[src/dpm_pkg.sv]
// constants for the dual-port memory port controller, plus its synchroniser
// Summary of operation
// - memory read needs both chip select and output enable driven low.
// - token latch read uses token select instead of chip select, plus enable.
// - host delays writes until busy from the master has settled.
// - request token by writing zero, read back; zero owns, one keeps polling.
// - after a token write, strobes drop for a gap before reading back.
package dpm_pkg;
   localparam int CLK_PERIOD_NS = 100;
   localparam int SYNC_STAGES   = 2;
   // device timing figures, plain defaults for the slowest speed grade
   localparam int ACCESS_NS     = 25;
   localparam int WRITE_PULSE_NS = 22;
   localparam int MATCH_FLAG_NS = 20;  // match_to_flag_delay
   localparam int SELECT_FLAG_NS = 20; // select_to_flag_delay
   localparam int TOKEN_GAP_NS  = 15;  // token_read_gap
   localparam int TOKEN_ADDR_W  = 3;
   localparam int CNT_W         = 8;

   function automatic int cyc_up(input int ns);
      int c;
      c = (ns + CLK_PERIOD_NS - 1) / CLK_PERIOD_NS;
      return (c < 1) ? 1 : c;
   endfunction : cyc_up

   localparam int SETTLE_NS = (MATCH_FLAG_NS > SELECT_FLAG_NS) ?
                              MATCH_FLAG_NS : SELECT_FLAG_NS;
   // settle time plus synchroniser depth: a busy raised at select must be
   // seen before the first strobe, or a contended write slips through
   localparam logic [CNT_W-1:0] SETTLE_CNT =
      CNT_W'(cyc_up(SETTLE_NS) + SYNC_STAGES);
   localparam logic [CNT_W-1:0] WRITE_CNT  = CNT_W'(cyc_up(WRITE_PULSE_NS));
   // read waits the access time plus the data synchroniser depth
   localparam logic [CNT_W-1:0] READ_CNT   =
      CNT_W'(cyc_up(ACCESS_NS) + SYNC_STAGES);
   localparam logic [CNT_W-1:0] GAP_CNT    = CNT_W'(cyc_up(TOKEN_GAP_NS));
   localparam logic [CNT_W-1:0] ONE_CNT    = 8'h01;

   // user command codes
   typedef enum logic [2:0] {
      OP_READ      = 3'h0,
      OP_WRITE     = 3'h1,
      OP_TOKEN_GET = 3'h2,
      OP_TOKEN_PUT = 3'h3,
      OP_MBOX_SEND = 3'h4,
      OP_MBOX_TAKE = 3'h5
   } dpm_op_t;

   typedef enum logic [2:0] {
      S_IDLE   = 3'h0,
      S_SETUP  = 3'h1,
      S_STROBE = 3'h2,
      S_END    = 3'h3,
      S_GAP    = 3'h4
   } dpm_state_t;
endpackage : dpm_pkg

// two-flop synchroniser for pin inputs
module dpm_sync #(
   parameter int W = 1
) (
   input  wire logic         clk,
   input  wire logic         reset,
   input  wire logic [W-1:0] d,
   input  wire logic [W-1:0] rst_val,
   output logic      [W-1:0] q
);
   logic [W-1:0] meta_q;
   logic [W-1:0] sync_q;

   // first stage feeds only the second
   always_ff @(posedge clk) begin
      if (reset) begin
         meta_q <= '0;
         sync_q <= '0;
      end else begin
         meta_q <= d;
         sync_q <= meta_q;
      end
   end

   // rst_val is XORed onto the output at all times: q reads rst_val in reset, and its set bits invert the data after
   assign q = sync_q ^ rst_val;
endmodule : dpm_sync

[src/dpm_host.sv]
// host controller driving one port of the dual-port memory
module dpm_host
   import dpm_pkg::*;
#(
   parameter int  ADDR_W   = 15,
   parameter int  DATA_W   = 16,
   parameter bit  IS_RIGHT = 1'b0
) (
   input  wire logic              clk,
   input  wire logic              reset,
   input  wire logic              cmd_valid,
   output logic                   cmd_ready,
   input  wire dpm_pkg::dpm_op_t  cmd_op,
   input  wire logic [ADDR_W-1:0] cmd_addr,
   input  wire logic [DATA_W-1:0] cmd_wdata,
   input  wire logic [1:0]        cmd_be,
   output logic                   rsp_valid,
   output logic [DATA_W-1:0]      rsp_data,
   output logic                   rsp_busy_seen,
   output logic                   mbox_pending,
   output logic                   chip_select_n,
   output logic                   output_drive_n,
   output logic                   write_n,
   output logic                   token_latch_select_n,
   output logic                   high_byte_select_n,
   output logic                   low_byte_select_n,
   output logic [ADDR_W-1:0]      mem_addr,
   input  wire logic [DATA_W-1:0] data_in,
   output logic [DATA_W-1:0]      data_out,
   output logic                   data_oe_n,
   input  wire logic              busy_n,
   input  wire logic              interrupt_n
);
   import dpm_pkg::*;

   typedef struct packed {
      dpm_state_t        st;
      logic [CNT_W-1:0]  cnt;
      dpm_op_t           op;
      logic              rd_phase;
      logic [ADDR_W-1:0] addr;
      logic [DATA_W-1:0] wdata;
      logic [DATA_W-1:0] rdata;
      logic              ce_n;
      logic              oe_n;
      logic              we_n;
      logic              sem_n;
      logic              ub_n;
      logic              lb_n;
      logic              dq_oe_n;
      logic              rsp_v;
      logic              busy_seen;
   } dpm_host_t;

   localparam logic [ADDR_W-1:0] TOP_ADDR = '1;
   localparam logic [ADDR_W-1:0] ADDR_ONE = ADDR_W'(1);
   localparam logic [ADDR_W-1:0] OWN_MBOX =
      IS_RIGHT ? TOP_ADDR : TOP_ADDR - ADDR_ONE;
   localparam logic [ADDR_W-1:0] FAR_MBOX =
      IS_RIGHT ? TOP_ADDR - ADDR_ONE : TOP_ADDR;

   dpm_host_t q, d;
   logic [DATA_W-1:0] dq_sync;
   logic [1:0]        flags_sync;
   logic              busy_act;

   // token commands address the latches, never the array
   function automatic logic is_token(input dpm_op_t op);
      return (op == OP_TOKEN_GET) || (op == OP_TOKEN_PUT);
   endfunction : is_token

   // a token get writes first and reads afterwards
   function automatic logic is_write(input dpm_op_t op, input logic rd);
      case (op)
         OP_WRITE, OP_MBOX_SEND, OP_TOKEN_PUT: return 1'b1;
         OP_TOKEN_GET:                         return ~rd;
         default:                              return 1'b0;
      endcase
   endfunction : is_write

   // pin inputs cross into the clock domain before use
   dpm_sync #(.W(DATA_W)) u_dq_sync (
      .clk     (clk),
      .reset   (reset),
      .d       (data_in),
      .rst_val ('0),
      .q       (dq_sync)
   );

   // flags idle high, so sample them inverted and use them active high
   dpm_sync #(.W(2)) u_flag_sync (
      .clk     (clk),
      .reset   (reset),
      .d       ({~busy_n, ~interrupt_n}),
      .rst_val (2'h0),
      .q       (flags_sync)
   );

   assign busy_act = flags_sync[1];

   // next-state logic for the whole access sequence
   always_comb begin
      d       = q;
      d.rsp_v = 1'b0;
      case (q.st)
         S_IDLE: begin
            if (cmd_valid) begin
               d.op        = cmd_op;
               d.rd_phase  = 1'b0;
               d.busy_seen = 1'b0;
               d.we_n      = 1'b1;
               d.oe_n      = 1'b1;
               d.dq_oe_n   = 1'b1;
               d.wdata     = cmd_wdata;
               d.addr      = cmd_addr;
               d.ub_n      = ~cmd_be[1];
               d.lb_n      = ~cmd_be[0];
               if (is_token(cmd_op)) begin
                  // latch chosen by low address bits only
                  d.addr  = ADDR_W'(cmd_addr[TOKEN_ADDR_W-1:0]);
                  // value in bit zero, others follow for tidiness
                  d.wdata = {DATA_W{cmd_op == OP_TOKEN_PUT}};
                  d.ce_n  = 1'b1;
                  d.sem_n = 1'b0;
                  d.ub_n  = 1'b0;
                  d.lb_n  = 1'b0;
                  d.cnt   = ONE_CNT;
               end else begin
                  if (cmd_op == OP_MBOX_SEND) begin
                     d.addr = FAR_MBOX;
                  end else if (cmd_op == OP_MBOX_TAKE) begin
                     d.addr = OWN_MBOX;
                  end
                  d.ce_n  = 1'b0;
                  d.sem_n = 1'b1;
                  // busy needs the settle time after match or select
                  d.cnt   = SETTLE_CNT;
               end
               d.st = S_SETUP;
            end
         end
         S_SETUP: begin
            if (q.cnt > ONE_CNT) begin
               d.cnt = q.cnt - ONE_CNT;
            end else if (!is_token(q.op) && busy_act) begin
               // lost arbitration: hold off the strobe until busy clears
               d.busy_seen = 1'b1;
            end else if (is_write(q.op, q.rd_phase)) begin
               d.we_n    = 1'b0;
               d.dq_oe_n = 1'b0;
               d.cnt     = WRITE_CNT;
               d.st      = S_STROBE;
            end else begin
               d.oe_n = 1'b0;
               d.cnt  = READ_CNT;
               d.st   = S_STROBE;
            end
         end
         S_STROBE: begin
            if (q.cnt > ONE_CNT) begin
               d.cnt = q.cnt - ONE_CNT;
            end else if (!is_token(q.op) && busy_act) begin
               // blocked access, repeat it so a mailbox write or take lands
               d.we_n      = 1'b1;
               d.oe_n      = 1'b1;
               d.dq_oe_n   = 1'b1;
               d.busy_seen = 1'b1;
               d.cnt       = SETTLE_CNT;
               d.st        = S_SETUP;
            end else begin
               d.we_n = 1'b1;
               d.oe_n = 1'b1;
               if (!is_write(q.op, q.rd_phase)) begin
                  d.rdata = dq_sync;
               end
               d.st = S_END;
            end
         end
         S_END: begin
            // data stays driven one cycle past the write edge for hold
            d.ce_n    = 1'b1;
            d.sem_n   = 1'b1;
            d.dq_oe_n = 1'b1;
            if (q.op == OP_TOKEN_GET && (!q.rd_phase || q.rdata[0])) begin
               // one means the far side owns it: poll again
               d.rd_phase = 1'b1;
               d.cnt      = GAP_CNT;
               d.st       = S_GAP;
            end else begin
               d.rsp_v = 1'b1;
               d.st    = S_IDLE;
            end
         end
         S_GAP: begin
            // strobes stay released for the whole gap
            if (q.cnt > ONE_CNT) begin
               d.cnt = q.cnt - ONE_CNT;
            end else begin
               d.sem_n = 1'b0;
               d.cnt   = ONE_CNT;
               d.st    = S_SETUP;
            end
         end
         default: begin
            d.st = S_IDLE;
         end
      endcase
   end

   // single state register
   always_ff @(posedge clk) begin
      if (reset) begin
         q.st        <= S_IDLE;
         q.cnt       <= '0;
         q.op        <= OP_READ;
         q.rd_phase  <= 1'b0;
         q.addr      <= '0;
         q.wdata     <= '0;
         q.rdata     <= '0;
         q.ce_n      <= 1'b1;
         q.oe_n      <= 1'b1;
         q.we_n      <= 1'b1;
         q.sem_n     <= 1'b1;
         q.ub_n      <= 1'b1;
         q.lb_n      <= 1'b1;
         q.dq_oe_n   <= 1'b1;
         q.rsp_v     <= 1'b0;
         q.busy_seen <= 1'b0;
      end else begin
         q <= d;
      end
   end

   // pins and user outputs straight from the state register, mbox_pending from the flag synchroniser
   assign cmd_ready            = (q.st == S_IDLE);
   assign rsp_valid            = q.rsp_v;
   assign rsp_data             = q.rdata;
   assign rsp_busy_seen        = q.busy_seen;
   assign mbox_pending         = flags_sync[0];
   assign chip_select_n        = q.ce_n;
   assign output_drive_n       = q.oe_n;
   assign write_n              = q.we_n;
   assign token_latch_select_n = q.sem_n;
   assign high_byte_select_n   = q.ub_n;
   assign low_byte_select_n    = q.lb_n;
   assign mem_addr             = q.addr;
   assign data_out             = q.wdata;
   assign data_oe_n            = q.dq_oe_n;
endmodule : dpm_host

[config.mk]
export PLATFORM = sky130hd
export DESIGN_NAME = dpm_host
export DESIGN_NICKNAME = d
export VERILOG_FILES = /design/src/dpm_pkg.sv /design/src/dpm_host.sv
export SDC_FILE = /design/constraint.sdc
export NUM_CORES = 1
export LEC_CHECK = 0
export ABC_AREA = 1
export BUFFER_PORTS_ARGS = -buffer_cell sky130_fd_sc_hd__buf_2
export CAP_MARGIN = 15
export CORE_MARGIN = 10
export CORE_UTILIZATION = 35
export CTS_CLUSTER_SIZE = 20
export DETAILED_ROUTE_END_ITERATION = 6
export PLACE_DENSITY_LB_ADDON = 0.2
export SYNTH_ARGS = -nofsm -noshare
export SYNTH_HDL_FRONTEND = slang
export SYNTH_SLANG_ARGS = --single-unit
[constraint.sdc]
create_clock -name clk -period 1.9 [get_ports clk]
set_input_delay 0.475 -clock clk [delete_from_list [all_inputs] [get_ports clk]]
set_output_delay 0.475 -clock clk [all_outputs]
set_load 0.01 [all_outputs]
Word level (Yosys, flattened, before mapping)
Index checks and enable logic that the tools add are counted.
{ "classes": {"mux": 48, "eq_ne": 25, "bitwise": 9, "reduce_logical": 28, "addsub": 1, "order_cmp": 1} }
{ "ops": {"columns": ["operator", "count"], "rows": [
  ["$mux 46", 1],
  ["$mux 15", 3],
  ["$mux 8", 5],
  ["$pmux 8 s5", 1],
  ["$ne 2x2->1 const B", 10],
  ["$eq 3x2->1 const B", 6],
  ["$mux 1", 16],
  ["$mux 16", 1],
  ["$pmux 3 s5", 1],
  ["$mux 2", 7],
  ["$eq 3x3->1 const B", 4],
  ["$mux 3", 4],
  ["$reduce_and 6->1", 2],
  ["$mux 11", 1],
  ["$reduce_and 5->1", 2],
  ["$not 1->1", 9],
  ["$gt 8x1->1 const B", 1],
  ["$pmux 1 s2", 4],
  ["$reduce_and 4->1", 2],
  ["$sub 8x1->8 const B", 1],
  ["$mux 7", 1],
  ["$reduce_and 7->1", 1],
  ["$eq 3x1->1 const B", 2],
  ["$ne 3x3->1 const B", 2],
  ["other kinds (16)", 25]
]} }
{ "word_totals": {"word_cells": 132, "regBits": 107} }

Depth between registers and ports, before layout
Gate-level depths: netlist of the first run.
{ "logic_depth": {"depth_word": 11, "depth_mapped": 13, "ltp_nobuf": 12} }

Modules after synthesis
Synthesis of the first run repeated with hierarchy kept, for this count alone.
{ "unflattened": {"cells_unflattened": 672, "hier_area_um2": 4976.0} }
{ "modules_own_cells": {"columns": ["mod", "seq_area_each_um2", "cells_each", "area_each_um2", "n_inst"], "rows": [
  ["dpm_host", 1421.4, 471, 3613.5, 1],
  ["dpm_sync at u_dq_sync", 640.6, 179, 1214.9, 1],
  ["dpm_sync at u_flag_sync", 80.1, 22, 147.6, 1]
]} }

Worst setup path before layout of the first run
Ideal clock, no wire load.
{ "synth_timing": {"path_kind": "register -> register", "from": "register q[60] (netlist name)", "to": "register q[61] (netlist name)", "path_slack_ns": 0.273, "synth_period_minus_slack_ns": 1.627, "path_buffers": 1, "setup_ns": 0.114, "path_stages_with_launch": 14, "arrival_ns": 1.514, "required_ns": 1.786, "path_cell_list": "dfxtp_1 inv_1 ha_1 inv_2 nand2_1 nand2_1 nor2_4 buf_6 nand2_4 nand2_4 nor2_4 nand2_1 nor2_1 nor2_2"} }
{ "synth_via": {"elab_chain_len": 3} }
{ "synth_lines": {"columns": ["element", "line", "rtl"], "rows": [
  ["start: declaration", "dpm_host.sv:62", "dpm_host_t q, d;"],
  ["$sub 8x1->8 or $gt 8x1->1 (tied branches)", null, null],
  ["$mux 8 (tied with other cells)", "dpm_host.sv:196", "if (q.cnt > ONE_CNT) begin"],
  ["$pmux 8 s5 or $reduce_and 5->1 (tied branches)", null, null]
]} }
Parallel ways exist; a longest one is shown, timed or not.
A chain may end at the register's enable or synchronous reset.

Worst setup path in the final report of the first run
{ "layout_timing": {"from": "register q[69] (netlist name)", "to": "output port cmd_ready"} }
{ "layout_via": {"elab_chain_len": 1} }
{ "layout_lines": {"columns": ["element", "line", "rtl"], "rows": [
  ["$logic_not 3->1", "dpm_host.sv:235", "assign cmd_ready = (q.st == S_IDLE);"],
  ["end: declaration", "dpm_host.sv:12", "output logic cmd_ready,"]
]} }
Every way passes these cells.

==> impl_metrics.json, run 1 <==
{
  "status": "completed",
  "grt-busiest-layer": "met2",
  "synth_ff_type": "dfxtp_1",
  "synth_fa_ha_area_share_pct": 0.5516,
  "synthCells": 584,
  "synth_nets": 643,
  "clk_pin_slew_worst_paths_ns": 0.07,
  "max-cap-violations": 0,
  "synth-simple-area-share_pct": 21.35,
  "cts_tree": "done",
  "fmax_mhz": 576.1,
  "finClkSkew_ns": 0.01072,
  "io_pins": 115,
  "crit_path_end_kind": "primary output",
  "relSlewSlack_pct": 64.12,
  "place_ws_ns": 0.04078,
  "synth-compound-area-share_pct": 14.20,
  "met2_usage_pct": 21.45,
  "syn_area_um2": 4537,
  "drt_drc_violations_left": 0,
  "crit_fanout": 6,
  "setup-violations-final": 0,
  "synth_edf_count": 0,
  "synth_xor_area_share_pct": 0.5792,
  "ys_top_cells_by_area": "dfxtp_1 (47%), nor2_1 (8.6%), buf_4 (8.1%)",
  "synthArstFlopShare_pct": 0,
  "die_y_um": 133.9,
  "synth_top_family_by_area": "simple AND/OR/NAND/NOR gates",
  "rsz0062_at_grt": "no",
  "core-area_um2": 12670,
  "netlist_top_cells_count": "dfxtp_1 (107), nor2_1 (104), o21ai_0 (62)",
  "gp_congestion": 0.8654,
  "ctsHoldBuffers": 0,
  "synthMuxAreaShare_pct": 0,
  "yosys.cell_types.count": 37,
  "areaGrowthSynthToFinish_pct": 15.09,
  "antenna_cells": 0,
  "critPathMaxStageDelay_ns": 0.36,
  "grt_use_total_pct": 12.73,
  "place_hpwl_um": 8358,
  "final_area_um2": 5221,
  "layout_setup_ws_ns": 0.1642,
  "critPathLaunchType": "flip-flop",
  "insertion_delay_ns": 0.35,
  "period_share_pct": 91.36,
  "gr-total-overflow": 0,
  "num_rows": 41,
  "drt_iter0_drc": 217,
  "cts_root_buffer": "clkbuf_16",
  "final_nets": 707,
  "yosysWarnings": 0,
  "timing.final.crit_period_ns": 1.736,
  "via_per_inst": 4.541,
  "wl_per_cell_um": 13.80,
  "setup-tns-final_ns": 0,
  "drtAntennaViolNets": 0,
  "ys_seq_elements": 107,
  "crit_type": "flip-flop to primary output",
  "grt_pass1_wl_um": 18440,
  "post_dp_cell_area_um2": 4911,
  "drive_above_1_share_pct": 26.23,
  "h-tree-depth": 3,
  "met3_usage_pct": 3.286,
  "clockBufferDepth": 2,
  "die_area_um2": 17920,
  "grt_start_max_net_pins": 49,
  "synth-seq-area-share_pct": 47.21,
  "initial_core_util_pct": 35.81,
  "hold_class": "primary input to flip-flop",
  "crit_required_ns": 1.42,
  "cpMaxStageDelayCell": "dfxtp_1",
  "worst-path-buf-inv": 2,
  "grt_use_met1_pct": 15.01,
  "grt_pass1_vias": 3690,
  "syn_avg_cell_area_um2": 7.769,
  "power_leakage_nw": 2.567,
  "synthDominantAreaCellType": "dfxtp_1",
  "crit_chain": "nor2_1 > nand2_2 > inv_2 > buf_2",
  "vdd_drop_max_v": 0.0006435,
  "yosysMostFrequentCell": "dfxtp_1",
  "worstMarginPinSlew_ns": 0.5382,
  "antenna_found_initial": 0,
  "cts.sinks": 107,
  "crit_family": "flip-flops",
  "first_pass_iters": 4,
  "port_buffers": 114,
  "finalMaxSlewViolations": 0,
  "hold_viol_final": 0,
  "yosysTopAreaCellShare_pct": 47.21,
  "die_w_um": 133.9,
  "wirelength_um": 11370,
  "num_vias": 3742,
  "numCtsBuffers": 9,
  "p_per_area_nw_per_um2": 1505,
  "arrival_ns": 1.26
}
worst register-to-register path, delay by kind of cell, from the launching register on:
family	cells	cell delay, ns
adder cells (fa/ha/maj)	1	0.17
flip-flops	1	0.35
buffers and inverters	3	0.23
AND/OR/NAND/NOR	5	0.67
AO/OA/AOI/OAI	2	0.21
stage by stage:
step	util (%)	hold WS, ns	power [W]	cells
after global placement	38.76	0.3918	0.005923	807
final	41.21	0.2613	0.007859	824
after CTS	40.97	0.2467	0.007784	822
after detailed placement	38.76	0.3927	0.005964	807
after global routing	41.21	0.2604	0.008499	824
after floorplan	-	0.3883	0.005429	584
report_power, final:
group	leakage (nW)	switching, W	total (W)	internal, W
combinational	1.55	0.00194	0.00311	0.00118
clock	0.139	0.000875	0.00179	0.000913
sequential	0.881	0.000288	0.00296	0.00267
cells by family (layout without fill, tap and decap cells):
| kind of cell | after synthesis | count (layout) |
|---|---|---|
| XOR/XNOR | 3 | 3 |
| AO/OA/AOI/OAI | 119 | 119 |
| flip-flops | 107 | 107 |
| buffers and inverters | 137 | 205 |
| adder cells (fa/ha/maj) | 2 | 2 |
| AND/OR/NAND/NOR | 216 | 216 |
what timing repair did:
item | 4_1_cts | 5_1_grt
setup buffers | 0 | 2
gates resized for setup | 0 | 5
setup endpoints to repair | 0 | 25
cell type report:
| type | instances | area [um^2] |
|---|---|---|
| flip-flops and latches | 107 | 2145 |
| clock inverters | 6 | 55.05 |
| well taps | 172 | 215.2 |
| repair buffers | 123 | 650.6 |
| clock buffers | 9 | 225.2 |
| multi-input cells | 340 | 1677 |
| inverters | 67 | 254.0 |
| fillers | 1316 | 7450 |
layer usage:
| metal | share of wire, % | wire, um |
|---|---|---|
| met2 | 49 | 5599 |
| met1 | 45 | 5107 |
| met4 | 1.3 | 150 |
| met3 | 4.5 | 515 |
| met5 | 0 | 0 |
placed cells by master, fill, tap and decap left out, types with 2 or more instances in the layout:
cell type and count:
o21ai_0 62, nand3_1 24, nand2_4 3, inv_6 4, nor2_2 4, o21ai_1 8
dfxtp_1 105, nor2_4 5, xor2_1 2, dfxtp_2 2, a21oi_1 36, nor2_1 104
nor3_1 4, o31ai_1 6, buf_2 114, clkinv_1 3, nand2_2 4, nand4_1 7
buf_4 8, clkbuf_16 9, nand2_1 58, inv_2 8, inv_1 55
final timing paths:
check	start	endpoint	slack (ns)	cells past startpoint
setup / recovery	q[69]	cmd_ready	0.16	4
hold / removal	interrupt_n	u_flag_sync.meta_q[0]	0.26	2
setup reg to reg	q[60]	rsp_data[0]	0.17	11
hold reg to reg	u_dq_sync.meta_q[12]	u_dq_sync.sync_q[12]	0.40	2
flip-flops by register name, summed over array words and instances (netlist names), 2 cells and up:
register / flops
data_out: 16
u_dq_sync.meta_q: 16
u_flag_sync.sync_q: 2
mem_addr: 15
rsp_data: 16
u_dq_sync.sync_q: 16
u_flag_sync.meta_q: 2
q: 15
Note: power is estimated with default switching activity, not from simulation.
==> run 2: changes to the inputs <==
PLACE_DENSITY_LB_ADDON = 0.3   (was 0.2)
==> impl_metrics.json, run 2 (synthesis gave the netlist of run 1 again) <==
{
  "pwr-share-clk_pct": 23.9,
  "wirelength_um": 11290,
  "gr-total-overflow": 0,
  "multi_input_area_um2": 1677,
  "cts.sinks": 107,
  "post-route-util_pct": 41.41,
  "die_w_um": 133.9,
  "antenna_cells": 0,
  "critPathMaxStageDelay_ns": 0.35,
  "finalMaxSlewViolations": 0,
  "crit_start": "q[60]",
  "seq_area_um2": 2142,
  "grt_start_max_net_pins": 49,
  "final_cell_mix": "buf_2 (114), dfxtp_1 (107), nor2_1 (104), o21ai_0 (62), nand2_1 (58)",
  "place_hpwl_um": 8374,
  "crit_top_cell": "nand2_1",
  "hold_viol_final": 0,
  "die_area_um2": 17920,
  "grt_pass1_vias": 3692,
  "ctsHoldBuffers": 0,
  "crit_path_end_kind": "flip-flop",
  "fmax_mhz": 566.7,
  "critPathLaunchType": "flip-flop",
  "crit_chain": "inv_1 > ha_4 > inv_2 > nand2_1 > nand2_1 > nor2_4 > nand2_4 > nor2_8 > buf_4 > o21ai_0 > nor2_1",
  "drtAntennaViolNets": 0,
  "first_pass_iters": 5,
  "worstMarginPinSlew_ns": 0.5033,
  "grt_use_total_pct": 12.35,
  "period_share_pct": 92.87,
  "cpMaxStageDelayCell": "dfxtp_1",
  "antenna_found_initial": 0,
  "crit_required_ns": 2.18,
  "hp-start": "interrupt_n",
  "max-cap-violations": 0,
  "final_common_cell": "buf_2",
  "rsz0062_at_grt": "no",
  "insertion_delay_ns": 0.35,
  "port_buffers": 114,
  "worst-path-buf-inv": 3,
  "p_seq_share_pct": 37.2,
  "power_leakage_nw": 2.582,
  "core-area_um2": 12670,
  "grt_pass1_wl_um": 18240,
  "drt_iter0_drc": 193,
  "h-tree-depth": 3,
  "power_frac_comb_pct": 38.9,
  "clockBufferDepth": 2,
  "fillerInstances": 1308,
  "via_per_inst": 4.537,
  "drt_drc_violations_left": 0,
  "crit_family": "simple AND/OR/NAND/NOR gates",
  "crit_fanout": 9,
  "crit_type": "flip-flop to flip-flop",
  "switching_share_pct": 38.72,
  "numCtsBuffers": 9,
  "gp_congestion": 0.8623,
  "num_rows": 41,
  "num_vias": 3743,
  "finClkSkew_ns": 0.009091,
  "setup-violations-final": 0,
  "timing.rr.start": "q[60]",
  "switchingPower_w": 0.003058,
  "arrival_ns": 2.05,
  "wl_per_cell_um": 13.69,
  "initial_core_util_pct": 35.81,
  "setup-tns-final_ns": 0,
  "timing.final.crit_period_ns": 1.765,
  "p_per_area_nw_per_um2": 1505,
  "hold_class": "primary input to flip-flop",
  "cts_tree": "done",
  "internal-power_w": 0.004840,
  "vdd_drop_max_v": 0.0005219,
  "status": "completed",
  "cts_root_buffer": "clkbuf_16",
  "areaGrowthSynthToFinish_pct": 15.66,
  "relSlewSlack_pct": 66.45,
  "io_pins": 115,
  "drive_above_1_share_pct": 25.88,
  "clk_pin_slew_worst_paths_ns": 0.07,
  "die_y_um": 133.9,
  "final_nets": 708
}
-- run 2: changes by cell type in the layout (fill, tap and decap cells not counted), sizes merged --
cell and change:
inv -2, buf +1, bufinv +1, clkinv +1
-- run 2: cell type report --
| type | instances | share of cell area, % |
|---|---|---|
| Multi-Input combinational cell | 340 | 31.95 |
| Timing Repair Buffer | 124 | 12.54 |
| Clock buffer | 9 | 4.292 |
| Clock inverter | 6 | 1.407 |
| Inverter | 67 | 4.888 |
| Tap cell | 172 | 4.101 |
| Sequential cell | 107 | 40.82 |
-- run 2: worst register-to-register path, cell delays in order, from the launching register on --
cell,delay [ns]
dfxtp_1,0.35
inv_1,0.17
ha_4,0.19
inv_2,0.03
nand2_1,0.07
nand2_1,0.09
nor2_4,0.20
nand2_4,0.10
nor2_8,0.15
buf_4,0.17
o21ai_0,0.08
nor2_1,0.11
-- run 2: power groups by stage --
stage | clock network [W] | logic, W | registers [W]
2_1_floorplan | 0 | 0.00249 | 0.00294
3_3_place_gp | 0 | 0.00289 | 0.00298
3_5_place_dp | 0 | 0.00297 | 0.00298
4_1_cts | 0.00194 | 0.00297 | 0.00294
5_1_grt | 0.00203 | 0.00347 | 0.00300
6_report | 0.00189 | 0.00307 | 0.00294
-- run 2: stage by stage --
step	hold WS, ns	instances	setup slack (ns)	power, W	cell area, um^2
4_1_cts	0.2660	823	0.04959	0.007853	5205
2_1_floorplan	0.3883	584	0.2728	0.005429	4537
3_5_place_dp	0.3922	808	0.09321	0.005951	4906
3_3_place_gp	0.3925	808	0.1527	0.005865	4906
5_1_grt	0.2737	825	0.004212	0.008496	5248
6_report	0.2755	825	0.1354	0.007898	5248
-- run 2: worst paths after layout --
kind	end	slack [ns]	cells past startpoint
max	rsp_data[4]	0.14	11
min	u_flag_sync.meta_q[0]	0.28	2
max reg2reg	rsp_data[4]	0.14	11
min reg2reg	u_dq_sync.sync_q[0]	0.40	2
-- run 2: metal layers --
| layer | share of wire, % | wire (um) | track usage (%) | vias up |
|---|---|---|---|---|
| met5 | 0 | 0 | 0 | - |
| li1 | - | - | - | 1937 |
| met3 | 5.8 | 657 | 3.958 | 12 |
| met2 | 50 | 5596 | 20.70 | 92 |
| met1 | 43 | 4897 | 14.53 | 1702 |
| met4 | 1.3 | 144 | 4.293 | 0 |
-- run 2: repair_timing --
action,4_1_cts,5_1_grt
endpoints found under the setup margin,0,28
buffers inserted,0,2
gates resized for setup,0,4
